`src/rfs_pkg.sv`:
```
// rail fault supervisor: shared constants, register map and types
package rfs_pkg;

  //////////////////////////////////////////////////////////////////////////
  // widths
  localparam int DW = 12;                       // sense sample width
  localparam int TW = 16;                       // tick count width
  localparam int GW = 8;                        // deglitch / trim width
  localparam int NF = 4;                        // number of fault types

  //////////////////////////////////////////////////////////////////////////
  // fault bit positions (status, mask and irq share this layout)
  localparam int F_HIGH = 0;                    // over-voltage
  localparam int F_LOW  = 1;                    // under-voltage
  localparam int F_TMO  = 2;                    // turn-on timeout
  localparam int F_COLD = 3;                    // under-temperature

  //////////////////////////////////////////////////////////////////////////
  // timing: one supervisor tick is one microsecond
  localparam int CLK_PERIOD_NS = 10;
  localparam int TICK_NS       = 1000;
  localparam int TICK_CYC      = (TICK_NS + CLK_PERIOD_NS - 1) / CLK_PERIOD_NS;

  //////////////////////////////////////////////////////////////////////////
  // register byte offsets
  localparam logic [7:0] OFF_CTRL   = 8'h00;    // control
  localparam logic [7:0] OFF_TARGET = 8'h04;    // output target
  localparam logic [7:0] OFF_HIGH   = 8'h08;    // output high limit
  localparam logic [7:0] OFF_LOW    = 8'h0C;    // output low limit
  localparam logic [7:0] OFF_COLD   = 8'h10;    // cold limit
  localparam logic [7:0] OFF_BUDGET = 8'h14;    // turn-on time budget
  localparam logic [7:0] OFF_RAMP   = 8'h18;    // ramp time
  localparam logic [7:0] OFF_ACTION = 8'h1C;    // fault actions
  localparam logic [7:0] OFF_DGLT   = 8'h20;    // deglitch interval
  localparam logic [7:0] OFF_FAULT  = 8'h24;    // latched faults
  localparam logic [7:0] OFF_IRQ    = 8'h28;    // irq status, read clears
  localparam logic [7:0] OFF_MASK   = 8'h2C;    // irq mask
  localparam logic [7:0] OFF_STATE  = 8'h30;    // channel state

  // control fields
  localparam int CTRL_ON    = 0;                // channel on command
  localparam int CTRL_EXT_T = 1;                // 1: external temp sense
  localparam int CTRL_CLR   = 2;                // clear faults, self clears

  //////////////////////////////////////////////////////////////////////////
  // reset values
  localparam logic [DW-1:0] RST_TARGET = 12'h0_800;
  localparam logic [DW-1:0] RST_HIGH   = 12'hF_FF;
  localparam logic [DW-1:0] RST_LOW    = 12'h0_00;
  localparam logic [DW-1:0] RST_COLD   = 12'h0_00;
  localparam logic [TW-1:0] RST_BUDGET = 16'h2_710;
  localparam logic [TW-1:0] RST_RAMP   = 16'h1_388;
  localparam logic [7:0]    RST_ACTION = 8'h0_0;
  localparam logic [GW-1:0] RST_DGLT   = 8'h0_A;

  //////////////////////////////////////////////////////////////////////////
  // types
  typedef enum logic [1:0] {
    ACT_IGNORE = 2'b00,                         // record only
    ACT_DGLT   = 2'b01,                         // deglitched, stay on
    ACT_DG_OFF = 2'b10,                         // deglitched, turn off
    ACT_OFF    = 2'b11                          // immediate, turn off
  } rfs_act_type;

  typedef enum logic [1:0] {
    ST_OFF  = 2'b00,                            // supply disabled
    ST_RAMP = 2'b01,                            // enabled, servo open
    ST_ON   = 2'b10                             // servo connected
  } rfs_state_type;

endpackage

```
`src/rfs_top.sv`:
```
// rail fault supervisor: limits, turn-on timing, alert and apb registers
//
// How it works
// - timeout fault if rise misses budget
// - cold fault when temperature below limit
// - temperature source: die or external input
// - over-voltage fault above high limit
// - under-voltage fault below low limit
// - under-voltage armed only after timely rise
// - alert pulled low when fault detected
// - per-fault action: ignore, deglitch, off
// - clear command clears latched faults whose condition has gone
// - servo connects after ramp time
// - servo drives output toward target
// - fault with deglitch-off or off action can turn channel off
//
// The APB register port and the placing of the registers were chosen for this implementation.
`timescale 1ns/10ps
module rfs_top
  import rfs_pkg::*;
(
  // clock and reset
  input  wire logic          i_sys_clk,
  input  wire logic          i_srst,
  // apb slave
  input  wire logic          i_psel,
  input  wire logic          i_penable,
  input  wire logic          i_pwrite,
  input  wire logic [7:0]    i_paddr,
  input  wire logic [31:0]   i_pwdata,
  output logic [31:0]        o_prdata,
  output logic               o_pready,
  output logic               o_pslverr,
  // sensed samples, same clock
  input  wire logic [DW-1:0] i_output_sense_input,
  input  wire logic [DW-1:0] i_die_temp,
  input  wire logic [DW-1:0] i_external_temp_sense,
  // managed supply
  output logic               o_supply_enable_out,
  output logic               o_servo_connected,
  output logic [GW-1:0]      o_servo_trim,
  // open-drain alert and interrupt
  output logic               o_alert_out_n_o,
  output logic               o_alert_out_n_oe,
  output logic               o_irq
);

  ////////////////////////////////////////////////////////////////////////////
  // register address match, used by read and write decode
  function automatic logic hit(input logic [7:0] a, input logic [7:0] off);
    hit = (a == off);
  endfunction

  ////////////////////////////////////////////////////////////////////////////
  // registers
  logic [2:0]      ctrl_r;                      // on, ext temp, clear
  logic [DW-1:0]   target_r;                    // servo target
  logic [DW-1:0]   high_r;                      // output high limit
  logic [DW-1:0]   low_r;                       // output low limit
  logic [DW-1:0]   cold_r;                      // cold limit
  logic [TW-1:0]   budget_r;                    // turn-on budget, ticks
  logic [TW-1:0]   ramp_r;                      // ramp time, ticks
  logic [7:0]      action_r;                    // 2 bits per fault
  logic [GW-1:0]   dglt_r;                      // deglitch interval, ticks
  logic [NF-1:0]   fault_r;                     // latched faults
  logic [NF-1:0]   irq_r;                       // sticky irq status
  logic [NF-1:0]   mask_r;                      // irq enable
  rfs_state_type   state_r;                     // channel state
  logic [TW-1:0]   budget_cnt_r;                // ticks since enable
  logic [TW-1:0]   ramp_cnt_r;                  // ticks since enable
  logic            risen_r;                     // rose above low in budget
  logic            expired_r;                   // budget ran out unrisen
  logic [7:0]      tick_cnt_r;                  // prescaler
  logic            tick_r;                      // one-cycle microsecond tick
  logic [31:0]     rdata_r;                     // read data, held

  ////////////////////////////////////////////////////////////////////////////
  // apb decode
  wire setup    = i_psel && !i_penable;
  wire access   = i_psel && i_penable;
  wire wr_en    = access && i_pwrite;
  wire rd_en    = access && !i_pwrite;
  wire mapped   = hit(i_paddr, OFF_CTRL) || hit(i_paddr, OFF_TARGET) ||
                  hit(i_paddr, OFF_HIGH) || hit(i_paddr, OFF_LOW) ||
                  hit(i_paddr, OFF_COLD) || hit(i_paddr, OFF_BUDGET) ||
                  hit(i_paddr, OFF_RAMP) || hit(i_paddr, OFF_ACTION) ||
                  hit(i_paddr, OFF_DGLT) || hit(i_paddr, OFF_FAULT) ||
                  hit(i_paddr, OFF_IRQ) || hit(i_paddr, OFF_MASK) ||
                  hit(i_paddr, OFF_STATE);
  wire wr_ctrl  = wr_en && hit(i_paddr, OFF_CTRL);
  wire rd_irq   = rd_en && hit(i_paddr, OFF_IRQ);

  // zero wait states; unmapped addresses answer with an error
  assign o_pready  = 1'b1;
  assign o_pslverr = access && !mapped;
  assign o_prdata  = rdata_r;

  ////////////////////////////////////////////////////////////////////////////
  // read mux, captured in the setup cycle so prdata is a flop
  logic [31:0] rd_mux;
  always_comb begin
    rd_mux = '0;
    if (hit(i_paddr, OFF_CTRL)) begin
      rd_mux[2:0] = {1'b0, ctrl_r[1:0]};
    end else if (hit(i_paddr, OFF_TARGET)) begin
      rd_mux[DW-1:0] = target_r;
    end else if (hit(i_paddr, OFF_HIGH)) begin
      rd_mux[DW-1:0] = high_r;
    end else if (hit(i_paddr, OFF_LOW)) begin
      rd_mux[DW-1:0] = low_r;
    end else if (hit(i_paddr, OFF_COLD)) begin
      rd_mux[DW-1:0] = cold_r;
    end else if (hit(i_paddr, OFF_BUDGET)) begin
      rd_mux[TW-1:0] = budget_r;
    end else if (hit(i_paddr, OFF_RAMP)) begin
      rd_mux[TW-1:0] = ramp_r;
    end else if (hit(i_paddr, OFF_ACTION)) begin
      rd_mux[7:0] = action_r;
    end else if (hit(i_paddr, OFF_DGLT)) begin
      rd_mux[GW-1:0] = dglt_r;
    end else if (hit(i_paddr, OFF_FAULT)) begin
      rd_mux[NF-1:0] = fault_r;
    end else if (hit(i_paddr, OFF_IRQ)) begin
      rd_mux[NF-1:0] = irq_r;
    end else if (hit(i_paddr, OFF_MASK)) begin
      rd_mux[NF-1:0] = mask_r;
    end else if (hit(i_paddr, OFF_STATE)) begin
      rd_mux[15:0] = {o_servo_trim, 3'b000, risen_r, expired_r,
                      o_supply_enable_out, state_r};
    end
  end

  ////////////////////////////////////////////////////////////////////////////
  // microsecond tick
  wire tick_wrap = (tick_cnt_r == 8'(TICK_CYC - 1));
  always_ff @(posedge i_sys_clk) begin
    if (i_srst) begin
      tick_cnt_r <= '0;
      tick_r     <= 1'b0;
    end else begin
      tick_cnt_r <= tick_wrap ? '0 : tick_cnt_r + 1'b1;
      tick_r     <= tick_wrap;
    end
  end

  ////////////////////////////////////////////////////////////////////////////
  // fault conditions
  logic [NF-1:0] cond;                          // raw conditions
  logic [NF-1:0] det;                           // filtered detections
  logic [NF-1:0] bypass;                        // no persistence needed
  logic [NF-1:0] off_act;                       // action turns channel off
  wire  [DW-1:0] temp = ctrl_r[CTRL_EXT_T] ? i_external_temp_sense
                                           : i_die_temp;
  wire           chan_on = (state_r != ST_OFF);

  assign cond[F_HIGH] = i_output_sense_input > high_r;
  assign cond[F_LOW]  = risen_r && chan_on &&
                        i_output_sense_input < low_r;
  assign cond[F_TMO]  = expired_r;
  assign cond[F_COLD] = temp < cold_r;

  // per-fault action fields and filters
  genvar g;
  generate
    for (g = 0; g < NF; g++) begin : g_flt
      wire rfs_act_type act = rfs_act_type'(action_r[2*g +: 2]);
      assign bypass[g]  = (act == ACT_IGNORE) || (act == ACT_OFF);
      assign off_act[g] = (act == ACT_DG_OFF) || (act == ACT_OFF);
      rfs_deglitch u_dglt (
        .i_sys_clk  (i_sys_clk),
        .i_srst     (i_srst),
        .i_cond     (cond[g]),
        .i_bypass   (bypass[g]),
        .i_tick     (tick_r),
        .i_interval (dglt_r),
        .o_hit      (det[g])
      );
    end
  endgenerate

  wire clr_cmd = wr_ctrl && i_pwdata[CTRL_CLR];
  wire off_req = |(fault_r & off_act);

  ////////////////////////////////////////////////////////////////////////////
  // fault latch and irq; a new detection wins over a clear
  wire [NF-1:0] fault_nxt = (clr_cmd ? '0 : fault_r) | det;
  wire [NF-1:0] new_flt   = det & ~fault_r;
  wire [NF-1:0] irq_nxt   = (rd_irq ? '0 : irq_r) | new_flt;

  always_ff @(posedge i_sys_clk) begin
    if (i_srst) begin
      fault_r <= '0;
      irq_r   <= '0;
    end else begin
      fault_r <= fault_nxt;
      irq_r   <= irq_nxt;
    end
  end

  // open-drain alert: drive low while any fault is latched
  always_ff @(posedge i_sys_clk) begin
    if (i_srst) begin
      o_alert_out_n_oe <= 1'b0;
      o_irq            <= 1'b0;
    end else begin
      o_alert_out_n_oe <= |fault_nxt;
      o_irq            <= |(irq_nxt & mask_r);
    end
  end
  assign o_alert_out_n_o = 1'b0;

  ////////////////////////////////////////////////////////////////////////////
  // configuration writes
  always_ff @(posedge i_sys_clk) begin
    if (i_srst) begin
      ctrl_r   <= '0;
      target_r <= RST_TARGET;
      high_r   <= RST_HIGH;
      low_r    <= RST_LOW;
      cold_r   <= RST_COLD;
      budget_r <= RST_BUDGET;
      ramp_r   <= RST_RAMP;
      action_r <= RST_ACTION;
      dglt_r   <= RST_DGLT;
      mask_r   <= '0;
      rdata_r  <= '0;
    end else begin
      if (setup) begin
        rdata_r <= rd_mux;
      end
      if (wr_ctrl) begin
        ctrl_r <= i_pwdata[2:0];
      end else begin
        ctrl_r[CTRL_CLR] <= 1'b0;               // clear is a one-shot
      end
      if (wr_en && hit(i_paddr, OFF_TARGET)) target_r <= i_pwdata[DW-1:0];
      if (wr_en && hit(i_paddr, OFF_HIGH))   high_r   <= i_pwdata[DW-1:0];
      if (wr_en && hit(i_paddr, OFF_LOW))    low_r    <= i_pwdata[DW-1:0];
      if (wr_en && hit(i_paddr, OFF_COLD))   cold_r   <= i_pwdata[DW-1:0];
      if (wr_en && hit(i_paddr, OFF_BUDGET)) budget_r <= i_pwdata[TW-1:0];
      if (wr_en && hit(i_paddr, OFF_RAMP))   ramp_r   <= i_pwdata[TW-1:0];
      if (wr_en && hit(i_paddr, OFF_ACTION)) action_r <= i_pwdata[7:0];
      if (wr_en && hit(i_paddr, OFF_DGLT))   dglt_r   <= i_pwdata[GW-1:0];
      if (wr_en && hit(i_paddr, OFF_MASK))   mask_r   <= i_pwdata[NF-1:0];
    end
  end

  ////////////////////////////////////////////////////////////////////////////
  // channel state machine
  rfs_state_type state_nxt;
  wire go_off   = !ctrl_r[CTRL_ON] || off_req;
  wire ramp_done = ramp_cnt_r >= ramp_r;
  always_comb begin
    state_nxt = state_r;
    case (state_r)
      ST_OFF: begin
        if (!go_off) state_nxt = ST_RAMP;
      end
      ST_RAMP: begin
        if (go_off) state_nxt = ST_OFF;
        else if (ramp_done) state_nxt = ST_ON;
      end
      ST_ON: begin
        if (go_off) state_nxt = ST_OFF;
      end
      default: begin
        state_nxt = ST_OFF;
      end
    endcase
  end

  // budget and ramp timers, both measured from supply enable
  wire above_low = i_output_sense_input > low_r;
  wire budget_up = budget_cnt_r >= budget_r;
  always_ff @(posedge i_sys_clk) begin
    if (i_srst || state_r == ST_OFF) begin
      budget_cnt_r <= '0;
      ramp_cnt_r   <= '0;
      risen_r      <= 1'b0;
      expired_r    <= 1'b0;
    end else begin
      if (tick_r && !risen_r && !budget_up) begin
        budget_cnt_r <= budget_cnt_r + 1'b1;
      end
      if (tick_r && state_r == ST_RAMP && !ramp_done) begin
        ramp_cnt_r <= ramp_cnt_r + 1'b1;
      end
      // late rise never arms under-voltage
      if (above_low && !expired_r) begin
        risen_r <= 1'b1;
      end
      if (budget_up && !risen_r && !above_low) begin
        expired_r <= 1'b1;
      end
    end
  end

  // state register
  always_ff @(posedge i_sys_clk) begin
    if (i_srst) begin
      state_r <= ST_OFF;
    end else begin
      state_r <= state_nxt;
    end
  end

  assign o_supply_enable_out = (state_r != ST_OFF);
  assign o_servo_connected   = (state_r == ST_ON);

  ////////////////////////////////////////////////////////////////////////////
  // servo, held open until ramp time has passed
  rfs_servo u_servo (
    .i_sys_clk (i_sys_clk),
    .i_srst    (i_srst),
    .i_connect (o_servo_connected),
    .i_tick    (tick_r),
    .i_target  (target_r),
    .i_sense   (i_output_sense_input),
    .o_trim    (o_servo_trim)
  );

endmodule

```
`src/rfs_deglitch.sv`:
```
// rail fault supervisor: persistence filter for one fault condition
`timescale 1ns/10ps
module rfs_deglitch
  import rfs_pkg::*;
(
  // clock and reset
  input  wire logic          i_sys_clk,
  input  wire logic          i_srst,
  // condition and settings
  input  wire logic          i_cond,
  input  wire logic          i_bypass,
  input  wire logic          i_tick,
  input  wire logic [GW-1:0] i_interval,
  // filtered result
  output logic               o_hit
);

  logic [GW-1:0] cnt_r;                         // ticks the condition held
  logic [GW-1:0] cnt_nxt;
  logic          hit_nxt;

  // any drop of the condition restarts the wait
  assign cnt_nxt = !i_cond ? '0 :
                   (i_tick && cnt_r < i_interval) ? cnt_r + 1'b1 : cnt_r;
  assign hit_nxt = i_cond && (i_bypass || cnt_r >= i_interval);

  // counter and registered result
  always_ff @(posedge i_sys_clk) begin
    if (i_srst) begin
      cnt_r <= '0;
      o_hit <= 1'b0;
    end else begin
      cnt_r <= cnt_nxt;
      o_hit <= hit_nxt;
    end
  end

endmodule

```
`src/rfs_servo.sv`:
```
// rail fault supervisor: output trim servo toward the target value
`timescale 1ns/10ps
module rfs_servo
  import rfs_pkg::*;
(
  // clock and reset
  input  wire logic          i_sys_clk,
  input  wire logic          i_srst,
  // control
  input  wire logic          i_connect,
  input  wire logic          i_tick,
  input  wire logic [DW-1:0] i_target,
  input  wire logic [DW-1:0] i_sense,
  // trim code, two's complement
  output logic [GW-1:0]      o_trim
);

  localparam logic [GW-1:0] TRIM_MAX = 8'h7_F;
  localparam logic [GW-1:0] TRIM_MIN = 8'h8_0;

  logic up;                                     // output below target
  logic dn;                                     // output above target

  assign up = i_sense < i_target && o_trim != TRIM_MAX;
  assign dn = i_sense > i_target && o_trim != TRIM_MIN;

  // one step per tick; released servo returns to zero trim
  always_ff @(posedge i_sys_clk) begin
    if (i_srst || !i_connect) begin
      o_trim <= '0;
    end else if (i_tick && up) begin
      o_trim <= o_trim + 1'b1;
    end else if (i_tick && dn) begin
      o_trim <= o_trim - 1'b1;
    end
  end

endmodule

```
`config.mk`:
```
export PLATFORM = sky130hd
export DESIGN_NAME = rfs_top
export DESIGN_NICKNAME = d
export VERILOG_FILES = /design/src/rfs_pkg.sv /design/src/rfs_top.sv /design/src/rfs_deglitch.sv /design/src/rfs_servo.sv
export SDC_FILE = /design/constraint.sdc
export NUM_CORES = 1
export LEC_CHECK = 0
export BUFFER_PORTS_ARGS = -buffer_cell sky130_fd_sc_hd__buf_2
export CAP_MARGIN = 25
export CORE_ASPECT_RATIO = 1.25
export CORE_MARGIN = 5
export CORE_UTILIZATION = 35
export DETAILED_ROUTE_END_ITERATION = 12
export HOLD_SLACK_MARGIN = 0.03
export PLACE_DENSITY = 0.59
export RECOVER_POWER = 25
export SLEW_MARGIN = 15
export SYNTH_ARGS = -nofsm -noshare
export SYNTH_HDL_FRONTEND = slang
export SYNTH_HIERARCHICAL = 1
export SYNTH_SLANG_ARGS = --single-unit
```
`constraint.sdc`:
```
create_clock -name i_sys_clk -period 5.4 [get_ports i_sys_clk]
set_input_delay 0.27 -clock i_sys_clk [delete_from_list [all_inputs] [get_ports i_sys_clk]]
set_output_delay 0.27 -clock i_sys_clk [all_outputs]
set_load 0.02 [all_outputs]
```
==> impl_metrics.ini, run 1 <==
[power]
ir_worst_vdd_v = 0.000196
power_density_nw_per_um2 = 248
power_leakage_nw = 5.67

[clocking]
cts.sinks = 217
ctsRootBufferMaster = clkbuf_16
cts_setup_buffers = 0
clock_latency_ns = 0.54
holdBufCountCts = 4
cts_buffers = 26
cts.path.max_buffers = 3
clk_pin_slew_worst_paths_ns = 0.06
htree_levels = 1
cts_tree = built
cts_resized = 0

[sta]
tightest_slew_ns = 1.68
finalCritPeriodShare = 0.672
drv_slew = 34
setup_tns_ns = 0
hold_viol = 0
setup_viol = 0
fin_skew_ns = 0.00948
fin_crit_ns = 3.63
fmax_mhz = 276
relSlewSlack = -0.122
rsz0062_at_grt = false

[route]
drc = 0
routedWlPerCell_um = 19.6
drt_pass1_iterations = 5
viasPerCell = 5.71
route.final.wire_length_um = 44800
ant_nets = 0
drt_iter0_markers = 851
num_vias = 13037

[die]
core-area_sq_um = 38300
die_w_um = 186
die_y_um = 230
num_rows = 80
start_util = 0.355
ios = 128
die_area_sq_um = 42900

[global_route]
grt-ovfl-total = 0
grt_pass1_wl_um = 69500
grt_use_total = 0.199
grt_start_max_net_pins = 52
grt_pass1_vias = 12399
antenna_found_initial = 5

[placed_design]
portBuffers = 93
gp_congestion = 0.915
post-dp-hpwl_um = 33200
placedCellCount = 2233

[logic_synthesis]
syn_inst = 1725
ys_seq_area_frac = 0.319
synth_warnings = 6
ys_ff_latch = 217
synth_area_leader_cell = dfxtp_1
synth_edf_count = 0
yosysMostFrequentCell = nand2_1
synth_top_area_share = 0.319
synth_cell_types = 81
synthFlopType = dfxtp_1
syn_avg_cell_area_sq_um = 7.89
ys_top_cells_by_count = nand2_1 (256), dfxtp_1 (217), a21oi_1 (200)
netlist_area_sq_um = 13600
synth.area.top_cells = dfxtp_1 (32%), ha_1 (12%), a21oi_1 (7.4%)
async_flop_share = 0

[layout]
synthToLayoutAreaGrowth_pct = 12.3
drive_gt1_frac = 0.0976
diodes = 0
instances_no_fill = 2285
post-route-util = 0.399
layout.nets = 1987

[outcome]
violations = max-capacitance violations, max-slew violations
status = finished, violations left

[critical_path]
start_kind = register
cp.required_ns = 5.87
crit_type = reg -> reg
critical_path_arrival_ns = 4.10
endpoint_kind = register
cp_max_fo = 14

[flow_run]
maxCapViolCount = 1

[worst_hold_path]
hp-class = in -> reg
sequential cells by signal (all words and copies together) (netlist names), 2 cells and up:
signal / flops
low_r: 12
o_prdata: 16
cold_r: 12
dglt_r: 8
action_r: 8
ramp_cnt_r: 16
budget_cnt_r: 16
g_flt.u_dglt/o_hit: 4
target_r: 12
high_r: 12
mask_r: 4
g_flt.u_dglt/cnt_r: 32
ctrl_r: 2
irq_r: 4
state_r: 2
tick_cnt_r: 8
budget_r: 16
u_servo/o_trim: 8
fault_r: 4
ramp_r: 16
kinds of logic (layout without fill, tap and decap cells):
kind of cell,Yosys count,after routing,synth area share
XOR/XNOR,10,10,0.00644
flip-flops,217,217,0.319
AO/OA/AOI/OAI,459,459,0.214
other,2,18,0.000552
multiplexers,27,27,0.0210
adder cells (fa/ha/maj),133,133,0.123
buffers and inverters,238,290,0.0756
AND/OR/NAND/NOR,639,639,0.240
critical path: stages (launching register included):
cell	delay, ns
dfxtp_1	0.38
inv_1	0.06
ha_1	0.31
a21oi_1	0.13
o21ai_1	0.14
a221o_1	0.44
nor3_4	0.28
inv_2	0.20
ha_1	0.30
a21o_1	0.19
nand4_1	0.10
nand3_1	0.13
o41ai_1	0.41
mux2i_1	0.27
mux2i_1	0.20
final cells by class:
| class | instances | area, sq um |
|---|---|---|
| fillers | 3961 | 23100 |
| repair buffers | 111 | 564 |
| clock inverters | 15 | 213 |
| well taps | 492 | 616 |
| flip-flops and latches | 217 | 4340 |
| inverters | 131 | 492 |
| clock buffers | 33 | 748 |
| multi-input cells | 1286 | 8300 |
layer usage:
metal | part of all wire | routed length [um] | global-route usage
met2 | 0.48 | 21400 | 0.341
met3 | 0.064 | 2870 | 0.0363
met4 | 0.042 | 1890 | 0.0819
met1 | 0.42 | 18600 | 0.245
met5 | 0.0014 | 64 | 0
layout by cell type (no fill, tap or decap), types with 32 or more instances in the layout:
cell and instances:
a21oi_1 200, buf_2 65, clkbuf_1 32, dfxtp_1 217, ha_1 132, inv_1 128, nand2_1 256, nand3_1 62
nand4_1 41, nor2_1 84, o211ai_1 45, o21ai_0 52, o31ai_1 33, or4_1 34
per-stage QoR:
step	hold WS [ns]	instance area [sq um]	power (W)	worst slack, ns
4_1_cts	0.0519	15300	0.00383	1.77
5_1_grt	0.0770	15300	0.00391	1.56
2_1_floorplan	0.394	13700	0.00178	2.33
6_report	0.0780	15300	0.00379	1.77
3_3_place_gp	0.441	14300	0.00185	1.82
3_5_place_dp	0.448	14300	0.00185	1.82
where the power goes:
part	switching (W)	internal [W]	total (W)	leakage (nW)
sequential	0.00000495	0.00161	0.00161	1.75
combinational	0.000151	0.0000642	0.000215	3.45
clock	0.000745	0.00122	0.00196	0.473
total	0.000900	0.00289	0.00379	5.67
path summary, 6_finish.rpt:
kind	slack (ns)	startpoint	cells past startpoint	end
min	0.08	i_pwdata[11]	3	low_r[11]
max	1.77	target_r[7]	14	u_servo/o_trim[7]
min reg2reg	0.46	ramp_r[5]	2	ramp_r[5]
max reg2reg	1.77	target_r[7]	14	u_servo/o_trim[7]
(Power assumes the default switching activity.)
==> inputs of run 2 (changes only) <==
--- a/config.mk
+++ b/config.mk
@@ -5,6 +5,7 @@
 export SDC_FILE = /design/constraint.sdc
 export NUM_CORES = 1
 export LEC_CHECK = 0
+export ABC_AREA = 1
 export BUFFER_PORTS_ARGS = -buffer_cell sky130_fd_sc_hd__buf_2
 export CAP_MARGIN = 25
 export CORE_ASPECT_RATIO = 1.25
==> constraint.sdc (replaced) <==
create_clock -name i_sys_clk -period 3.75 [get_ports i_sys_clk]
set_input_delay 0.1875 -clock i_sys_clk [delete_from_list [all_inputs] [get_ports i_sys_clk]]
set_output_delay 0.1875 -clock i_sys_clk [all_outputs]
set_load 0.02 [all_outputs]
==> run 2 against run 1 <==
Net effect: register-to-register slack got worse by 1.0 ns; the flow now finishes without violations; routed wire length shrank 8.0%; area after synthesis increased by 1.4%; critical path depth shrank 3; combinational power is 31% higher.
==> impl_metrics.ini, run 2 <==
[clocking]
cts.sinks = 217
ctsRootBufferMaster = clkbuf_16
htree_levels = 1
clock_latency_ns = 0.53
cts_buffers = 24
cts.path.max_buffers = 3
cts_tree = built
clk_pin_slew_worst_paths_ns = 0.06

[logic_synthesis]
yosys.area_share.adder = 0.121
synth_compound_area_frac = 0.167
ys_seq_area_frac = 0.315
synth_warnings = 6
synth_edf_count = 0
ys_ff_latch = 217
syn_inst = 1972
async_flop_share = 0
synth_top_area_share = 0.315
ys_top_cells_by_count = nand2_1 (383), inv_1 (282), dfxtp_1 (217)
syn_avg_cell_area_sq_um = 7.00
netlist_area_sq_um = 13800
synth.area.top_cells = dfxtp_1 (31%), ha_1 (12%), nand2_1 (10%)
synthXorXnorAreaFrac = 0.0140
synth_cell_types = 59
synth_simple_gate_area_frac = 0.256
yosysMostFrequentCell = nand2_1
synthMuxAreaShare = 0.00898
synthFlopType = dfxtp_1
synth_area_leader_cell = dfxtp_1
synth_top_family_by_area = simple AND/OR/NAND/NOR gates

[critical_path]
start_kind = input port
cp_max_fo = 14
worstRegToRegCells = 13
critical_path_arrival_ns = 2.86
cp.required_ns = 3.56
crit_type = in -> out
endpoint_kind = primary output

[sta]
setup_tns_ns = 0
rsz0062_at_grt = false
fin_skew_ns = 0.00952
setup_viol = 0
fin_crit_ns = 3.05
finalCritPeriodShare = 0.812
drv_slew = 0
tightest_slew_ns = 0.919
worst_hold_slack_ns = 0.0621
relSlewSlack = 0.385
fmax_mhz = 328
hold_viol = 0

[die]
die_w_um = 188
die_area_sq_um = 43500
core-area_sq_um = 39000
ios = 128
start_util = 0.354
die_y_um = 232
num_rows = 81

[layout]
diodes = 0
synthToLayoutAreaGrowth_pct = 11.2
drive_gt1_frac = 0.102
fillers = 4098
regArea_sq_um = 4340
layout.nets = 2269
largest_reg_flops = 32
regMostFlops = g_flt.u_dglt/cnt_r
final_common_cell = nand2_1
multi_input_area_sq_um = 7810
layout_common_cells = nand2_1 (387), inv_1 (283), dfxtp_1 (217), nor2_1 (206), a21oi_1 (203)

[power]
ir_worst_vdd_v = 0.000246
finalPower_w = 0.00496
power_density_nw_per_um2 = 324
power_leakage_nw = 6.59

[route]
num_vias = 12870
met2_length_um = 19300
viasPerCell = 5.01
m1WireLength_um = 18400
top_layer_used = met4
wl_met3_um = 2100
drt_pass1_iterations = 5
drt_iter0_markers = 757
ant_nets = 0
routedWlPerCell_um = 16.0
route.final.wire_length_um = 41200
drc = 0

[worst_hold_path]
hp-class = in -> reg
min_delay_path_depth = 3

[global_route]
grt-ovfl-total = 0
grt_pass1_wl_um = 66000
grt_pass1_vias = 12414
grt_start_max_net_pins = 64
antenna_found_initial = 0
grt_use_total = 0.185

[outcome]
status = finished clean

[placed_design]
post-dp-hpwl_um = 31300
portBuffers = 93
gp_congestion = 0.907

[flow_run]
maxCapViolCount = 0
-- run 2: critical path, cell delays in order --
cell        delay (ns)
buf_2             0.11
inv_2             0.04
nand2_1           0.10
nor2_1            0.21
inv_1             0.14
nor2_1            0.59
clkinvlp_2        0.86
nand4_1           0.25
nor4_1            0.08
o2111a_1          0.14
buf_2             0.16
-- run 2: routing by layer --
metal | vias up | track usage
met1 | 5907 | 0.236
met2 | 295 | 0.322
met3 | 78 | 0.0256
li1 | 6590 | -
met4 | 0 | 0.0640
met5 | - | 0
-- run 2: power by group --
group	internal [W]	leakage (nW)	switching, W
Clock	0.00137	0.381	0.00100
Combinational	0.0000939	4.46	0.000187
Sequential	0.00231	1.75	0.00000509
-- run 2: timing repair --
action | CTS | global route
hold endpoints to repair | 25 | 0
setup buffers | 0 | 0
gates resized for setup | 0 | 0
hold buffers | 9 | 0
-- run 2: logic make-up (layout without fill, tap and decap cells) --
kind of cell | Yosys count | count (layout)
AO/OA/AOI/OAI | 418 | 418
XOR/XNOR | 22 | 22
adder cells (fa/ha/maj) | 133 | 133
buffers and inverters | 378 | 462
flip-flops | 217 | 217
multiplexers | 11 | 11
other | 2 | 18
AND/OR/NAND/NOR | 791 | 791
-- run 2: path summary, 6_finish.rpt --
path                         endpoint  slack (ns)           from
min reg2reg             tick_cnt_r[0]        0.46  tick_cnt_r[0]
min                       target_r[6]        0.06    i_pwdata[6]
max reg2reg  g_flt[3].u_dglt/cnt_r[6]        0.73      ctrl_r[1]
max                         o_pslverr        0.70     i_paddr[0]
-- run 2: final cells by class --
class | count | share of cell area
multi-input cells | 1393 | 0.509
inverters | 303 | 0.0742
clock buffers | 34 | 0.0456
repair buffers | 116 | 0.0422
flip-flops and latches | 217 | 0.283
well taps | 498 | 0.0406
clock inverters | 9 | 0.00489
-- run 2: metrics by stage --
stage / instances / instance area (sq um) / utilization / worst slack (ns)
5_1_grt: 2570 / 15300 / 0.393 / 0.507
2_1_floorplan: 1988 / 13900 / - / 1.30
6_report: 2570 / 15300 / 0.393 / 0.703
4_1_cts: 2570 / 15500 / 0.396 / 0.734
3_3_place_gp: 2518 / 14600 / 0.374 / 0.782
3_5_place_dp: 2518 / 14600 / 0.374 / 0.755
==> inputs of run 3 (changes only) <==
--- a/config.mk
+++ b/config.mk
@@ -5,7 +5,7 @@
 export SDC_FILE = /design/constraint.sdc
 export NUM_CORES = 1
 export LEC_CHECK = 0
-export ABC_AREA = 1
+export ABC_AREA = 0
 export BUFFER_PORTS_ARGS = -buffer_cell sky130_fd_sc_hd__buf_2
 export CAP_MARGIN = 25
 export CORE_ASPECT_RATIO = 1.25
@@ -13,7 +13,7 @@
 export CORE_UTILIZATION = 35
 export DETAILED_ROUTE_END_ITERATION = 12
 export HOLD_SLACK_MARGIN = 0.03
-export PLACE_DENSITY = 0.59
+export PLACE_DENSITY = 0.61
 export RECOVER_POWER = 25
 export SLEW_MARGIN = 15
 export SYNTH_ARGS = -nofsm -noshare
==> constraint.sdc (replaced) <==
create_clock -name i_sys_clk -period 2.5 [get_ports i_sys_clk]
set_input_delay 0.125 -clock i_sys_clk [delete_from_list [all_inputs] [get_ports i_sys_clk]]
set_output_delay 0.125 -clock i_sys_clk [all_outputs]
set_load 0.02 [all_outputs]
==> run 3 against run 2 <==
Net effect: the run now ends with negative setup slack left; critical path depth increased by 3; final cell count decreased by 5.1%; highest routed layer is now met5; clock power increased by 51%; largest cell class unchanged; die area decreased by 1.3%; via count increased by 8.0%; power increased by 54%.
==> impl_metrics.ini, run 3 (synthesized netlist as in run 1, its figures left out) <==
[power]
p_int_w = 0.00572
finalPower_w = 0.00766
p_clk_frac = 0.469
seqPwrFrac = 0.454
power_switching_w = 0.00194
swShare = 0.253
power_frac_comb = 0.077
ir_worst_vdd_v = 0.000375
power_leakage_nw = 6.42
power_density_nw_per_um2 = 456

[sta]
setup_viol = 11
rsz0062_at_grt = true
finalCritPeriodShare = 1.16
setup_tns_ns = -2.17
tightest_slew_ns = 1.12
fin_skew_ns = 0.0246
fin_crit_ns = 2.90
relSlewSlack = 0.256
hold_viol = 0
drv_slew = 0
fmax_mhz = 345
layout_setup_ws_ns = -0.397

[clocking]
cts.sinks = 217
cts_tree = built
clock_latency_ns = 0.55
cts.path.max_buffers = 3
cts_buffers = 26
htree_levels = 1
ctsRootBufferMaster = clkbuf_16
clk_pin_slew_worst_paths_ns = 0.06

[route]
viasPerCell = 5.70
drc = 0
ant_nets = 0
route.final.wire_length_um = 47900
drt_iter0_markers = 1017
num_vias = 13900
drt_pass1_iterations = 6
routedWlPerCell_um = 19.6

[layout]
design_area_sq_um = 16800
synthToLayoutAreaGrowth_pct = 23.6
post-route-util = 0.438
final_common_cell = nand2_1
layout_common_cells = nand2_1 (253), dfxtp_1 (196), a21oi_1 (186), buf_4 (140), inv_1 (116)
layout.nets = 2143
drive_gt1_frac = 0.201
largest_reg_flops = 32
regMostFlops = g_flt.u_dglt/cnt_r

[global_route]
grt_start_max_net_pins = 44
grt_use_total = 0.210
grt-ovfl-total = 0
grt_pass1_wl_um = 74200
grt_pass1_vias = 13283
antenna_found_initial = 6

[critical_path]
critical_path_arrival_ns = 3.37
start_kind = register
crit_type = reg -> reg
cp.required_ns = 2.98
cp_max_fo = 7
endpoint_kind = register

[die]
die_y_um = 230
start_util = 0.355
num_rows = 80
ios = 128
die_area_sq_um = 42900
die_w_um = 186
core-area_sq_um = 38300

[placed_design]
gp_congestion = 0.967
portBuffers = 93
pre_cts_ws_ns = -0.501
post-dp-hpwl_um = 35300
place_area_sq_um = 15400

[outcome]
status = finished, violations left
violations = negative setup slack

[flow_run]
maxCapViolCount = 0

[worst_hold_path]
hp-class = in -> reg
run 3: power by group through the flow:
| stage | clock network [W] | registers (W) | logic, W |
|---|---|---|---|
| 2_1_floorplan | 0 | 0.00355 | 0.000290 |
| 3_3_place_gp | 0 | 0.00355 | 0.000503 |
| 3_5_place_dp | 0 | 0.00355 | 0.000511 |
| 4_1_cts | 0.00366 | 0.00348 | 0.000559 |
| 5_1_grt | 0.00379 | 0.00348 | 0.000626 |
| 6_report | 0.00359 | 0.00348 | 0.000591 |
run 3: final timing paths:
kind	startpoint	end	slack, ns	cells after the start
min	i_pwrite	irq_r[1]	0.18	4
min reg2reg	tick_cnt_r[0]	tick_cnt_r[0]	0.45	1
max reg2reg	target_r[5]	u_servo/o_trim[7]	-0.40	14
max	target_r[5]	u_servo/o_trim[7]	-0.40	14
run 3: worst max-delay path, stage by stage, from the launching register on:
cell and delay (ns):
dfxtp_2 0.33, inv_2 0.05, ha_4 0.22, a21oi_4 0.14
o21ai_2 0.07, a221o_1 0.36, nor3_4 0.20, inv_4 0.09
buf_6 0.14, ha_4 0.22, nand3_1 0.09, nand3_2 0.10
o41ai_2 0.37, mux2i_1 0.26, mux2i_1 0.19
run 3: final cells by class:
cell class / instances / area [sq um]
antenna: 3 / 7.51
clock buffer: 34 / 731
clock inverter: 8 / 53.8
fill: 3783 / 21500
inverter: 131 / 494
multi-input combinational: 1286 / 8720
sequential: 217 / 4370
tap: 492 / 616
timing repair buffer: 267 / 1810
run 3: metal layers:
layer,GRT usage,vias up,part of all wire
li1,-,6619,-
met1,0.272,6679,0.42
met2,0.361,501,0.48
met3,0.0334,95,0.070
met4,0.0622,6,0.026
met5,0,-,0.00086
run 3: metrics by stage:
stage,instances,hold slack (ns)
after global routing,2436,0.173
final,2438,0.182
after global placement,2358,0.379
after detailed placement,2358,0.384
after floorplan,1741,0.249
after CTS,2429,0.0715
run 3: what timing repair did:
action / CTS / global route
hold buffers: 17 / 0
endpoints found under the setup margin: 25 / 44
resized for setup: 51 / 38
pin swaps: 36 / 18
gates cloned: 0 / 1
hold endpoints to repair: 87 / 0
setup buffers: 14 / 6
